[src/cbu_map.svh]
// Opcodes, flag positions, bus addresses and reset values of the branch unit
`ifndef CBU_MAP_SVH
`define CBU_MAP_SVH
`define CBU_OP_ALWAYS 8'h20
`define CBU_OP_NEVER 8'h21
`define CBU_OP_UGT 8'h22
`define CBU_OP_ULE 8'h23
`define CBU_OP_CARRY_CLEAR 8'h24
`define CBU_OP_CARRY_SET 8'h25
`define CBU_OP_NOT_EQUAL 8'h26
`define CBU_OP_EQUAL 8'h27
`define CBU_OP_OVF_CLEAR 8'h28
`define CBU_OP_OVF_SET 8'h29
`define CBU_OP_POSITIVE 8'h2A
`define CBU_OP_NEGATIVE 8'h2B
`define CBU_OP_SGE 8'h2C
`define CBU_OP_SLT 8'h2D
`define CBU_OP_SGT 8'h2E
`define CBU_OP_SLE 8'h2F
`define CBU_FLAG_C 0
`define CBU_FLAG_V 1
`define CBU_FLAG_Z 2
`define CBU_FLAG_N 3
`define CBU_PC_STEP 16'h0002
`define CBU_DUMMY_ADDR 16'hFFFF
`define CBU_PC_RESET 16'h0000
`define CBU_BUS_CYCLES 3
`endif

[src/cbu_pkg.sv]
// Types shared by the branch unit
package cbu_pkg;
  typedef enum logic [1:0] {
    CBU_IDLE,
    CBU_FETCH_OP,
    CBU_FETCH_OFS,
    CBU_DUMMY
  } cbu_state_t;
endpackage
[src/cbu_branch_unit.sv]
// Sequencer executing relative conditional branches on the memory bus
// Summary of operation
// - Opcode 25 branches only when carry is one.
// - Opcode 27 branches on zero set, opcode 26 on zero clear.
// - Opcode 2C branches when negative XOR overflow is zero.
// - Opcode 2E branches when zero OR (negative XOR overflow) is zero.
// - Opcode 2F branches when zero OR (N XOR V) is one, 2D when N XOR V is one.
// - Opcode 22 on C OR Z zero, 23 on C OR Z one, 24 on carry zero.
// - Opcode 2B branches on negative set, 2A on negative clear.
// - Opcode 29 branches on overflow set, 28 on overflow clear.
// - A taken branch loads opcode address plus 0002 plus the offset.
// - Each branch is three read cycles: opcode, offset, dummy read at FFFF.
// - No branch alters any of the eight condition flag bits.
// - Signed conditions use flags as left by a preceding compare or subtract.
`timescale 1ns/10ps
`include "cbu_map.svh"
module cbu_branch_unit #(
  parameter logic [15:0] PC_RESET = `CBU_PC_RESET
) (
  // Clock and reset
  input wire logic clk_in,
  input wire logic nrst_in,
  // Start request
  input wire logic start_in,
  input wire logic [15:0] pc_in,
  input wire logic [7:0] flags_in,
  // Memory bus
  output logic [15:0] addr_out,
  output logic rw_out,
  output logic bus_valid_out,
  input wire logic [7:0] data_in,
  // Result
  output logic busy_out,
  output logic done_out,
  output logic taken_out,
  output logic illegal_out,
  output logic [15:0] pc_out,
  output logic [7:0] flags_out
);
  cbu_pkg::cbu_state_t state;
  cbu_pkg::cbu_state_t next_state;
  logic [15:0] op_addr;
  logic [7:0] opcode;
  logic [7:0] flags;
  logic is_branch;
  logic take;

  function automatic logic [15:0] rel_target(input logic [15:0] base, input logic [7:0] ofs);
    rel_target = base + `CBU_PC_STEP + {{8{ofs[7]}}, ofs};
  endfunction

  cbu_cond_eval u_eval (
    .opcode_in(opcode),
    .flags_in(flags),
    .is_branch_out(is_branch),
    .take_out(take)
  );

  // Sequence of three read cycles
  always_comb begin
    case (state)
      cbu_pkg::CBU_IDLE: next_state = start_in ? cbu_pkg::CBU_FETCH_OP : cbu_pkg::CBU_IDLE;
      cbu_pkg::CBU_FETCH_OP: next_state = cbu_pkg::CBU_FETCH_OFS;
      cbu_pkg::CBU_FETCH_OFS: next_state = cbu_pkg::CBU_DUMMY;
      cbu_pkg::CBU_DUMMY: next_state = cbu_pkg::CBU_IDLE;
      default: next_state = cbu_pkg::CBU_IDLE;
    endcase
  end

  always_ff @(posedge clk_in or negedge nrst_in) begin
    if (!nrst_in) begin
      state <= cbu_pkg::CBU_IDLE;
    end else begin
      state <= next_state;
    end
  end

  // Bus drive: all reads
  always_comb begin
    case (state)
      cbu_pkg::CBU_FETCH_OP: addr_out = op_addr;
      cbu_pkg::CBU_FETCH_OFS: addr_out = op_addr + 16'h0001;
      cbu_pkg::CBU_DUMMY: addr_out = `CBU_DUMMY_ADDR;
      default: addr_out = 16'h0000;
    endcase
  end
  assign rw_out = 1'b1;
  assign bus_valid_out = (state != cbu_pkg::CBU_IDLE);
  assign busy_out = bus_valid_out;

  // Captured request
  always_ff @(posedge clk_in or negedge nrst_in) begin
    if (!nrst_in) begin
      op_addr <= 16'h0000;
      flags <= 8'h00;
    end else if (state == cbu_pkg::CBU_IDLE && start_in) begin
      op_addr <= pc_in;
      flags <= flags_in;
    end
  end

  always_ff @(posedge clk_in or negedge nrst_in) begin
    if (!nrst_in) begin
      opcode <= 8'h00;
    end else if (state == cbu_pkg::CBU_FETCH_OP) begin
      opcode <= data_in;
    end
  end

  // Results, updated at the end of the offset read and flagged by done_out after the dummy cycle
  always_ff @(posedge clk_in or negedge nrst_in) begin
    if (!nrst_in) begin
      pc_out <= PC_RESET;
      taken_out <= 1'b0;
      illegal_out <= 1'b0;
      flags_out <= 8'h00;
    end else if (state == cbu_pkg::CBU_FETCH_OFS) begin
      taken_out <= is_branch & take;
      illegal_out <= ~is_branch;
      flags_out <= flags;
      if (is_branch && take) begin
        pc_out <= rel_target(op_addr, data_in);
      end else begin
        pc_out <= op_addr + `CBU_PC_STEP;
      end
    end
  end

  always_ff @(posedge clk_in or negedge nrst_in) begin
    if (!nrst_in) begin
      done_out <= 1'b0;
    end else begin
      done_out <= (state == cbu_pkg::CBU_DUMMY);
    end
  end
endmodule

[src/cbu_cond_eval.sv]
// Branch condition evaluator for the relative branch family
`timescale 1ns/10ps
`include "cbu_map.svh"
module cbu_cond_eval (
  // Operation
  input wire logic [7:0] opcode_in,
  input wire logic [7:0] flags_in,
  // Result
  output logic is_branch_out,
  output logic take_out
);
  logic c;
  logic v;
  logic z;
  logic n;
  assign c = flags_in[`CBU_FLAG_C];
  assign v = flags_in[`CBU_FLAG_V];
  assign z = flags_in[`CBU_FLAG_Z];
  assign n = flags_in[`CBU_FLAG_N];
  assign is_branch_out = (opcode_in[7:4] == 4'h2);
  always_comb begin
    case (opcode_in)
      `CBU_OP_ALWAYS: take_out = 1'b1;
      `CBU_OP_NEVER: take_out = 1'b0;
      `CBU_OP_UGT: take_out = ~(c | z);
      `CBU_OP_ULE: take_out = c | z;
      `CBU_OP_CARRY_CLEAR: take_out = ~c;
      `CBU_OP_CARRY_SET: take_out = c;
      `CBU_OP_NOT_EQUAL: take_out = ~z;
      `CBU_OP_EQUAL: take_out = z;
      `CBU_OP_OVF_CLEAR: take_out = ~v;
      `CBU_OP_OVF_SET: take_out = v;
      `CBU_OP_POSITIVE: take_out = ~n;
      `CBU_OP_NEGATIVE: take_out = n;
      `CBU_OP_SGE: take_out = ~(n ^ v);
      `CBU_OP_SLT: take_out = n ^ v;
      `CBU_OP_SGT: take_out = ~(z | (n ^ v));
      `CBU_OP_SLE: take_out = z | (n ^ v);
      default: take_out = 1'b0;
    endcase
  end
endmodule

[config.mk]
export PLATFORM = sky130hd
export DESIGN_NAME = cbu_branch_unit
export DESIGN_NICKNAME = d
export VERILOG_FILES = /design/src/cbu_pkg.sv /design/src/cbu_branch_unit.sv /design/src/cbu_cond_eval.sv
export VERILOG_INCLUDE_DIRS = /design/src /design/src/src
export SDC_FILE = /design/constraint.sdc
export NUM_CORES = 1
export LEC_CHECK = 0
export BUFFER_PORTS_ARGS = -buffer_cell sky130_fd_sc_hd__buf_2
export CELL_PAD_IN_SITES_DETAIL_PLACEMENT = 0
export CELL_PAD_IN_SITES_GLOBAL_PLACEMENT = 1
export CORE_UTILIZATION = 35
export DETAILED_ROUTE_END_ITERATION = 10
export PLACE_DENSITY = 0.75
export SLEW_MARGIN = 10
export SYNTH_ARGS = -nofsm -noshare
export SYNTH_HDL_FRONTEND = slang
export SYNTH_SLANG_ARGS = --single-unit
[constraint.sdc]
create_clock -name clk_in -period 2.7 [get_ports clk_in]
set_input_delay 0.135 -clock clk_in [delete_from_list [all_inputs] [get_ports clk_in]]
set_output_delay 0.135 -clock clk_in [all_outputs]
set_load 0.03 [all_outputs]
After elaboration in Yosys (flattened, before gate mapping)
Cells that the tools add are included.
{ "op_classes": {"addsub": 3, "mul": 0, "div_mod_pow": 0, "order_cmp": 0, "n_eq_ne": 19, "n_shift": 0, "muxes": 5, "n_bitwise": 12, "n_reduce_logical": 4} }
{ "ops": {"columns": ["cell", "count"], "rows": [
  ["$eq 8x6->1 const B", 15],
  ["$pmux 16 s3", 1],
  ["$add 16x1->16 const B", 1],
  ["$add 16x16->16", 1],
  ["$add 16x2->16 const B", 1],
  ["$mux 16", 1],
  ["$pmux 1 s15", 1],
  ["$not 1->1", 8],
  ["$pmux 2 s4", 1],
  ["$eq 2x2->1 const B", 2],
  ["$eq 4x2->1 const B", 1],
  ["$eq 2x1->1 const B", 1],
  ["$logic_and 1x1->1", 2],
  ["$logic_not 2->1", 1],
  ["$or 1x1->1", 2],
  ["$reduce_bool 2->1", 1],
  ["$and 1x1->1", 1],
  ["$mux 1", 1],
  ["$xor 1x1->1", 1]
]} }
{ "word_totals": {"register_bits": 61, "latch_bits": 0, "ram_bits": 0, "rom_bits": 0, "inputBits": 35, "out_inout_bits": 46, "word_cells": 52, "memories": 0} }

Depth between registers and ports, before layout
Gate-level depths: netlist (run 1).
{ "depth": {"word_depth": 6, "ltp_mapped": 13, "mapped_depth_nobuf": 11} }

By module
From an unflattened synthesis (run 1), not the netlist that was laid out.
{ "hier_totals": {"hier_cells": 423, "hier_area_um2": 4134.0} }
{ "modules_own_cells": {"columns": ["mod", "n_inst", "cells_per_inst", "area_each_um2", "seq_area_each_um2"], "rows": [
  ["cbu_branch_unit", 1, 399, 3957.5, 1526.5],
  ["cbu_cond_eval", 1, 24, 176.4, 0.0]
]} }

Least setup slack after synthesis (run 1)
Ideal clock, no wire load.
{ "synth_path": {"kind": "reg-to-reg", "startpoint": "register op_addr[1]", "endpoint": "register pc_out[15]", "setup_ns": 0.104, "arrival_ns": 2.875, "required_ns": 2.596, "setup_slack_ns": -0.279, "stages_incl_launch_ff": 13, "n_path_buf": 1, "period_less_slack_ns": 2.979, "path_cell_list": "dfrtp_1 -> ha_1 -> and4_1 -> clkbuf_1 -> nand4_1 -> xnor2_1 -> ha_1 -> and2_1 -> a221o_1 -> a31oi_1 -> o31ai_1 -> a311o_1 -> o311ai_1"} }
{ "synth_between": {"elab_chain_len": 3} }
{ "synth_lines": {"columns": ["item", "line_no", "text"], "rows": [
  ["from (decl)", "cbu_branch_unit.sv:42", "logic [15:0] op_addr;"],
  ["from (signal assigned)", "cbu_branch_unit.sv:97", "op_addr <= pc_in;"],
  ["$add 16x2->16 (no source line) *", null, null],
  ["$add 16x16->16", "cbu_branch_unit.sv:49", "rel_target = base + `CBU_PC_STEP + {{8{ofs[7]}}, ofs};"],
  ["$mux 16 *", "cbu_branch_unit.sv:121", "if (is_branch && take) begin"],
  ["to (signal assigned)", "cbu_branch_unit.sv:122", "pc_out <= rel_target(op_addr, data_in);"],
  ["to (signal assigned)", "cbu_branch_unit.sv:124", "pc_out <= op_addr + `CBU_PC_STEP;"],
  ["to (decl)", "cbu_branch_unit.sv:37", "output logic [15:0] pc_out,"]
]} }
Mark *: on every way between the ends. The rest lies on a longest branch, timed or not.
A chain may end at the register's enable or synchronous reset.

Worst setup path after layout (run 1)
Ends and elaborated chain as after synthesis.

==> implementation parameters, run 1 <==
Parameter                              Value

Setup path
  Crit path capture type    flip-flop
  Worst Setup Path Type    flip-flop to flip-flop
  Instance count on the critical path    11
  Crit path from    op_addr[1]
  Slack of the worst reg-to-reg path    -0.07 ns
  Worst path required time    2.94 ns
  Endpoint of the most critical register-to-register path    pc_out[15]
  Maximum net fanout on the critical path    4
  Worst r2r path cells    11
  Sort of element at the start of the critical path    flip-flop
  Worst R2R Start    op_addr[1]
  Slowest Stage Delay on Critical Path    about 0.4 ns
  Endpoint of the most critical setup path    pc_out[15]
  Crit-path cells    ha_4 -> and4_4 -> nand4_1 -> xnor2_2 -> ha_1 -> and2_4 -> a221o_1 -> a31oi_4 -> o31ai_2 -> a311o_1 -> o311ai_1
  Delay-heaviest family, CP    compound AO/OA/AOI/OAI gates
  Arrival time of data at the critical path endpoint    3.01 ns
  WP buf/inv    0
  Standard cell with the maximum stage delay on the critical path    dfrtp_1

Route
  Initial DRC count    108
  Routed wl met2    5065 µm
  Final ANT Viol Nets    0
  Post-DR wirelength/cell    15.46 µm
  Highest routed layer    met4
  Detailed-route DRC error count    0
  Length of routed wiring on met1    5241 µm
  First drt pass iteration count    4
  Vias/cell    slightly above 5
  Final routed wirelength across all metal layers    11040 µm
  Detailed route wirelength on metal3    approximately 500 µm
  Routed vias    around 3700

Die
  Floorplan row count    39
  Placeable Area    11420 µm²
  Starting density of the core    0.3585
  Die Y-Extent    roughly 110 µm
  Chip Width    110.2 µm
  Count of pins on the block boundary    81
  Die area    12130 µm²

Synth
  Fraction of synthesis flops using an asynchronous set or reset pin    1.000
  Post-synthesis cell type count    53
  Post-synthesis xor/xnor area fraction    0.07702
  Combinational family with the most area after synthesis    compound AO/OA/AOI/OAI gates
  EDFF count, synth    0
  Compound-Gate Fraction of Synth Area    0.1644
  Count of warnings emitted by yosys    0
  Flop and latch count out of synthesis    61
  Gate Count Post-Synth    433
  Post-Syn Area    4094 µm²
  Post-synthesis adder-cell area fraction    0.08130
  Fraction of the mapped netlist area in simple logic gates    0.1455
  Synthesized area per cell    9.455 µm²
  Proportion of synthesized chip area in sequential cells    0.3729
  Mux cell area share after synthesis    0.1097
  Net count after synthesis    about 490
  Most instantiated flip-flop cell in the synthesis netlist    dfrtp_1

GRT
  Wire length of the first global-routing pass    about 18000 µm
  Combined global-route utilization of all metal layers    0.1907
  Total gr overflow    0
  Vias in the first global route    3535
  Largest net degree at the start of global routing    between 60 and 70
  Antenna violations before repair    0

Clock tree
  CTS tree    built
  Number of buffers added to fix hold violations after cts    0
  Maximum level of the CTS H-tree    3
  Number of buffers inserted during clock tree synthesis    9
  Clock transition time at the flip-flop clock pins of the worst setup and hold paths    approximately 0.050 ns
  Clock root cell    clkbuf_16
  Clock insertion delay at the later pin of the skew report    0.34 ns
  Number of buffers on the longest clock path    2
  Sinks on Clock Net    61

Timing
  Final hold violation count    61
  Setup repair after global routing missed its margin    yes
  Number of pins exceeding their max-slew limit in the final report    0
  Final Cycle Share    1.027
  Final setup violation count    2
  Min setup slack post-route    -0.07223 ns
  Worst Tran Pin Value    about 0.79 ns
  Clk_skew    between 0.009 and 0.01 ns
  Worst-case headroom to the max-slew limit    0.4734
  Max Fclk    360.7 MHz
  Worst hold-check slack    -0.04052 ns
  Clock period minus final worst setup slack    2.772 ns

Layout
  N_diodes    0
  Final net count    627
  Non-filler cells in the finished layout    a little over 700
  Commonest cells after routing, fill and taps aside    buf_2, buf_4, dfrtp_1
  Final core area utilization    0.4912
  Final-layout fill cell count    1087
  Proportion of layout cells with a drive suffix above 1    0.4291
  Area growth syn-to-layout    37.01%
  Most common cell after layout, fill and taps aside    buf_2

Outcome
  Result of the run    finished with violations
  Failing checks    hold timing, setup timing

Place
  Final GP Congestion    0.8938
  Pre-CTS WS    -0.1538 ns
  DP HPWL    7844 µm
  DP Cell Count    682
  Port Buffer Count    79

Power
  Leakage dissipation    2.548 nW
  Sequential share of power    0.207
  Internal power    around 4.7 mW
  Worst supply voltage drop on vdd    0.001043 V
  Fraction of power consumed by combinational cells    0.656
  Clk pwr share    0.137
  Switch share    0.4659
  Power per cell area    1557 nW/µm²
  Switching power    between 4 and 5 mW

Hold path
  Min-delay worst type    input pin to async pin

Flow run
  Max-capacitance violation count    0
==> synth_stat cells, types with 2 or more instances <==
| cell type | count | share of area |
|---|---|---|
| dfrtp_1 | 61 | 0.37 |
| nand2_1 | 48 | 0.044 |
| nor2_1 | 40 | 0.037 |
| mux2_2 | 39 | 0.11 |
| ha_1 | 25 | 0.076 |
| a21oi_1 | 21 | 0.026 |
| xnor2_1 | 21 | 0.045 |
| clkbuf_1 | 19 | 0.017 |
| a31oi_1 | 15 | 0.023 |
| o21ai_0 | 15 | 0.018 |
| xor2_1 | 15 | 0.032 |
| a221oi_1 | 13 | 0.028 |
| inv_1 | 11 | 0.010 |
| nand3_1 | 9 | 0.011 |
| nand4_1 | 9 | 0.014 |
| and3_1 | 6 | 0.0092 |
| a21o_1 | 5 | 0.0092 |
| buf_2 | 5 | 0.0061 |
| o211ai_1 | 5 | 0.0092 |
| and2_1 | 4 | 0.0061 |
| nor3_1 | 4 | 0.0049 |
| and4_1 | 3 | 0.0064 |
| nor2b_1 | 3 | 0.0046 |
| a211oi_1 | 2 | 0.0037 |
| a21boi_0 | 2 | 0.0037 |
| a221o_1 | 2 | 0.0049 |
| buf_1 | 2 | 0.0018 |
| buf_4 | 2 | 0.0037 |
| buf_6 | 2 | 0.0055 |
| o31ai_1 | 2 | 0.0037 |
==> state kept, by name (all words and copies together) (netlist names) <==
name / flops
op_addr: 16
state: 2
flags_out: 8
opcode: 8
illegal_out: 1
flags: 8
done_out: 1
pc_out: 16
taken_out: 1
==> area by class of cell <==
type / count / area, µm² / area share
multi-input cells: 330 / 2601 / 0.4638
clock buffers: 10 / 239.0 / 0.04261
inverters: 11 / 41.29 / 0.007361
clock inverters: 6 / 71.32 / 0.01271
well taps: 143 / 178.9 / 0.03190
repair buffers: 153 / 950.9 / 0.1695
flip-flops and latches: 61 / 1526 / 0.2721
==> stage by stage <==
step | total power, mW | cell area, µm² | setup TNS [ns]
3_3_place_gp | 6.908 | 4990 | -0.02050
2_1_floorplan | 5.380 | 4136 | -0.06728
4_1_cts | 8.412 | 5420 | -0.03940
3_5_place_dp | 6.996 | 4990 | -0.3608
5_1_grt | 9.375 | 5609 | -0.4957
6_report | 8.736 | 5609 | -0.09588
==> cells by family (layout without fill, tap and decap cells) <==
kind of cell,Yosys count,after routing
fa+ha+maj,26,26
flops,61,61
other cells,1,1
compound gates,96,96
xor+xnor,36,36
buf+inv,42,180
simple gates,131,131
mux,40,40
==> how the worst min path moves through the flow <==
stage / startpoint / to / slack, ns / depth (start not counted)
2_1_floorplan: nrst_in / done_out / -0.16 / 0
3_3_place_gp: nrst_in / pc_out[12] / 0.35 / 2
3_5_place_dp: nrst_in / pc_out[11] / 0.36 / 2
4_1_cts: nrst_in / pc_out[11] / 0.004 / 2
5_1_grt: start_in / state[0] / 0.02 / 3
6_report: nrst_in / taken_out / -0.04 / 2
==> worst register-to-register path, delay by kind of cell, from the launching register on <==
kind	cells	cell delay (ns)
AO/OA/AOI/OAI	5	1.05
XOR/XNOR	1	0.25
adder cells (fa/ha/maj)	2	0.47
flip-flops	1	0.40
AND/OR/NAND/NOR	3	0.49
==> power groups by stage <==
stage	clock network (mW)	logic [mW]	registers (mW)
global route	1.25	6.24	1.88
floorplan	0	3.31	2.07
finish	1.20	5.73	1.81
global placement	0	5.12	1.78
CTS	1.21	5.41	1.79
detailed placement	0	5.19	1.81
==> per-layer routing <==
layer,up-vias,GRT usage
met2,81,0.2960
met3,16,0.03704
met1,1769,0.2553
met5,-,0
met4,0,0.09023
li1,1827,-
==> timing repair <==
item / 4_1_cts / 5_1_grt
buffers inserted: 12 / 4
endpoints found under the setup margin: 7 / 6
resized for setup: 7 / 26
pin swaps: 12 / 19
(Power assumes the default switching activity.)
==> run 2, diff against run 1 <==
CORE_MARGIN = 4   (was unset)
==> run 2 against run 1 <==
  * The flow finishes with violations (setup timing)
  * Highest routed layer unchanged
  * Largest cell class unchanged
  * Largest power group unchanged
  * Count of clock-buffer cells in the layout is 1 lower
  * Critical path depth stayed put
  * Hold slack better by 0.068 ns
  * Global-route usage decreased by 1.4 points
  * Core utilization shrank 1.1 points
  * Sequential power about the same
  * First-iteration DRC count increased by 20%
  * Via count is essentially flat
==> implementation parameters, run 2 (synthesis results as in run 1) <==
Parameter                              Value

Clock tree
  Maximum level of the CTS H-tree    3
  Clock insertion delay at the later pin of the skew report    approximately 0.34 ns
  Number of buffers on the longest clock path    2
  Number of buffers inserted during clock tree synthesis    9
  CTS tree    built
  Clock transition time at the flip-flop clock pins of the worst setup and hold paths    0.06 ns
  Sinks on Clock Net    61
  Clock root cell    clkbuf_16

Route
  Routed vias    3696
  Post-DR wirelength/cell    16.04 µm
  Detailed-route DRC error count    0
  Initial DRC count    130
  Final ANT Viol Nets    0
  Vias/cell    5.250
  Final routed wirelength across all metal layers    11290 µm
  First drt pass iteration count    5

Power
  Worst supply voltage drop on vdd    0.0008904 V
  Power per cell area    1549 nW/µm²
  Leakage dissipation    2.500 nW

Setup path
  Worst Setup Path Type    flip-flop to flip-flop
  Crit path capture type    flip-flop
  Worst path required time    2.91 ns
  Maximum net fanout on the critical path    4
  Arrival time of data at the critical path endpoint    3.03 ns
  Sort of element at the start of the critical path    flip-flop

Die
  Floorplan row count    39
  Chip Width    116.2 µm
  Die area    13490 µm²
  Placeable Area    11420 µm²
  Die Y-Extent    approximately 120 µm
  Count of pins on the block boundary    81
  Starting density of the core    0.3585

GRT
  Antenna violations before repair    0
  Largest net degree at the start of global routing    44
  Wire length of the first global-routing pass    18640 µm
  Total gr overflow    0
  Vias in the first global route    3763
  Combined global-route utilization of all metal layers    0.1766

Layout
  Proportion of layout cells with a drive suffix above 1    0.4189
  N_diodes    0
  Registers with the most flip-flops    op_addr: 16 flops, pc_out: 16 flops
  Final net count    617
  Commonest cells after routing, fill and taps aside    buf_2, buf_4, dfrtp_1
  Most common cell after layout, fill and taps aside    buf_2
  Area growth syn-to-layout    34.02%

Timing
  Final-layout setup total negative slack    -0.2135 ns
  Number of pins exceeding their max-slew limit in the final report    0
  Final hold violation count    0
  Final setup violation count    3
  Final Cycle Share    1.044
  Min setup slack post-route    -0.1180 ns
  Worst-case headroom to the max-slew limit    0.5820
  Worst Tran Pin Value    0.6269 ns
  Clock period minus final worst setup slack    2.818 ns
  Clk_skew    between 0.004 and 0.005 ns
  Max Fclk    around 350 MHz
  Setup repair after global routing missed its margin    yes

Outcome
  Result of the run    finished with violations
  Failing checks    setup timing

Flow run
  Max-capacitance violation count    0

Place
  Port Buffer Count    79
  Final GP Congestion    around 0.96
  DP HPWL    8518 µm
  Pre-CTS WS    -0.1501 ns

Hold path
  Min-delay worst type    input pin to flip-flop
## run 2: final timing paths
path	depth (start not counted)	end	from	slack, ns
max in group asynchronous	3	op_addr[4]	nrst_in	1.49
min in group asynchronous	2	pc_out[10]	nrst_in	0.28
max	11	pc_out[14]	op_addr[1]	-0.12
min reg2reg	1	flags_out[7]	flags[7]	0.50
max reg2reg	11	pc_out[14]	op_addr[1]	-0.12
min	2	flags[7]	flags_in[7]	0.03
## run 2: power by group
| group | internal [mW] | switching (mW) |
|---|---|---|
| combinational | 2.45 | 3.17 |
| sequential | 1.39 | 0.432 |
| clock | 0.622 | 0.439 |
## run 2: metrics by stage
step                      hold slack, ns  power, mW  cell area (µm²)  utilization  cells
after floorplan                  -0.1606      5.380             4136            -    433
after global placement            0.1207      6.909             4960       0.4344    678
after detailed placement          0.1180      7.041             4960       0.4344    678
after CTS                        0.01522      8.314             5360       0.4694    701
after global routing             0.02024      9.192             5487       0.4805    704
final                            0.02795      8.501             5487       0.4805    704
## run 2: metal layers
| layer | wire length, µm | global-route usage |
|---|---|---|
| met1 | 5294 | 0.2355 |
| met3 | 511 | 0.04249 |
| met4 | 173 | 0.06187 |
| met2 | 5312 | 0.2815 |
| met5 | 0 | 0 |
## run 2: area by class of cell
type | instances | area [µm²]
clock buffers | 9 | 225.2
clock inverters | 7 | 51.30
fillers | 1102 | 5932
inverters | 11 | 41.29
multi-input cells | 330 | 2580
flip-flops and latches | 61 | 1528
well taps | 143 | 178.9
repair buffers | 143 | 882.1
## run 2: repair_timing
item,CTS,global route
hold buffers,1,0
hold endpoints to repair,18,0
setup buffers,6,3
gates resized for setup,15,23
pin swaps,9,7
endpoints found under the setup margin,6,9
## run 2: worst max-delay path, cell delays in order (launching register included)
cell and delay (ns):
dfrtp_1 0.42, ha_4 0.18, nand3_2 0.10, xnor2_2 0.18, ha_1 0.31, and3_1 0.16
a221oi_1 0.08, buf_4 0.17, or4_4 0.57, and3_4 0.20, o31ai_4 0.21, a21oi_1 0.10
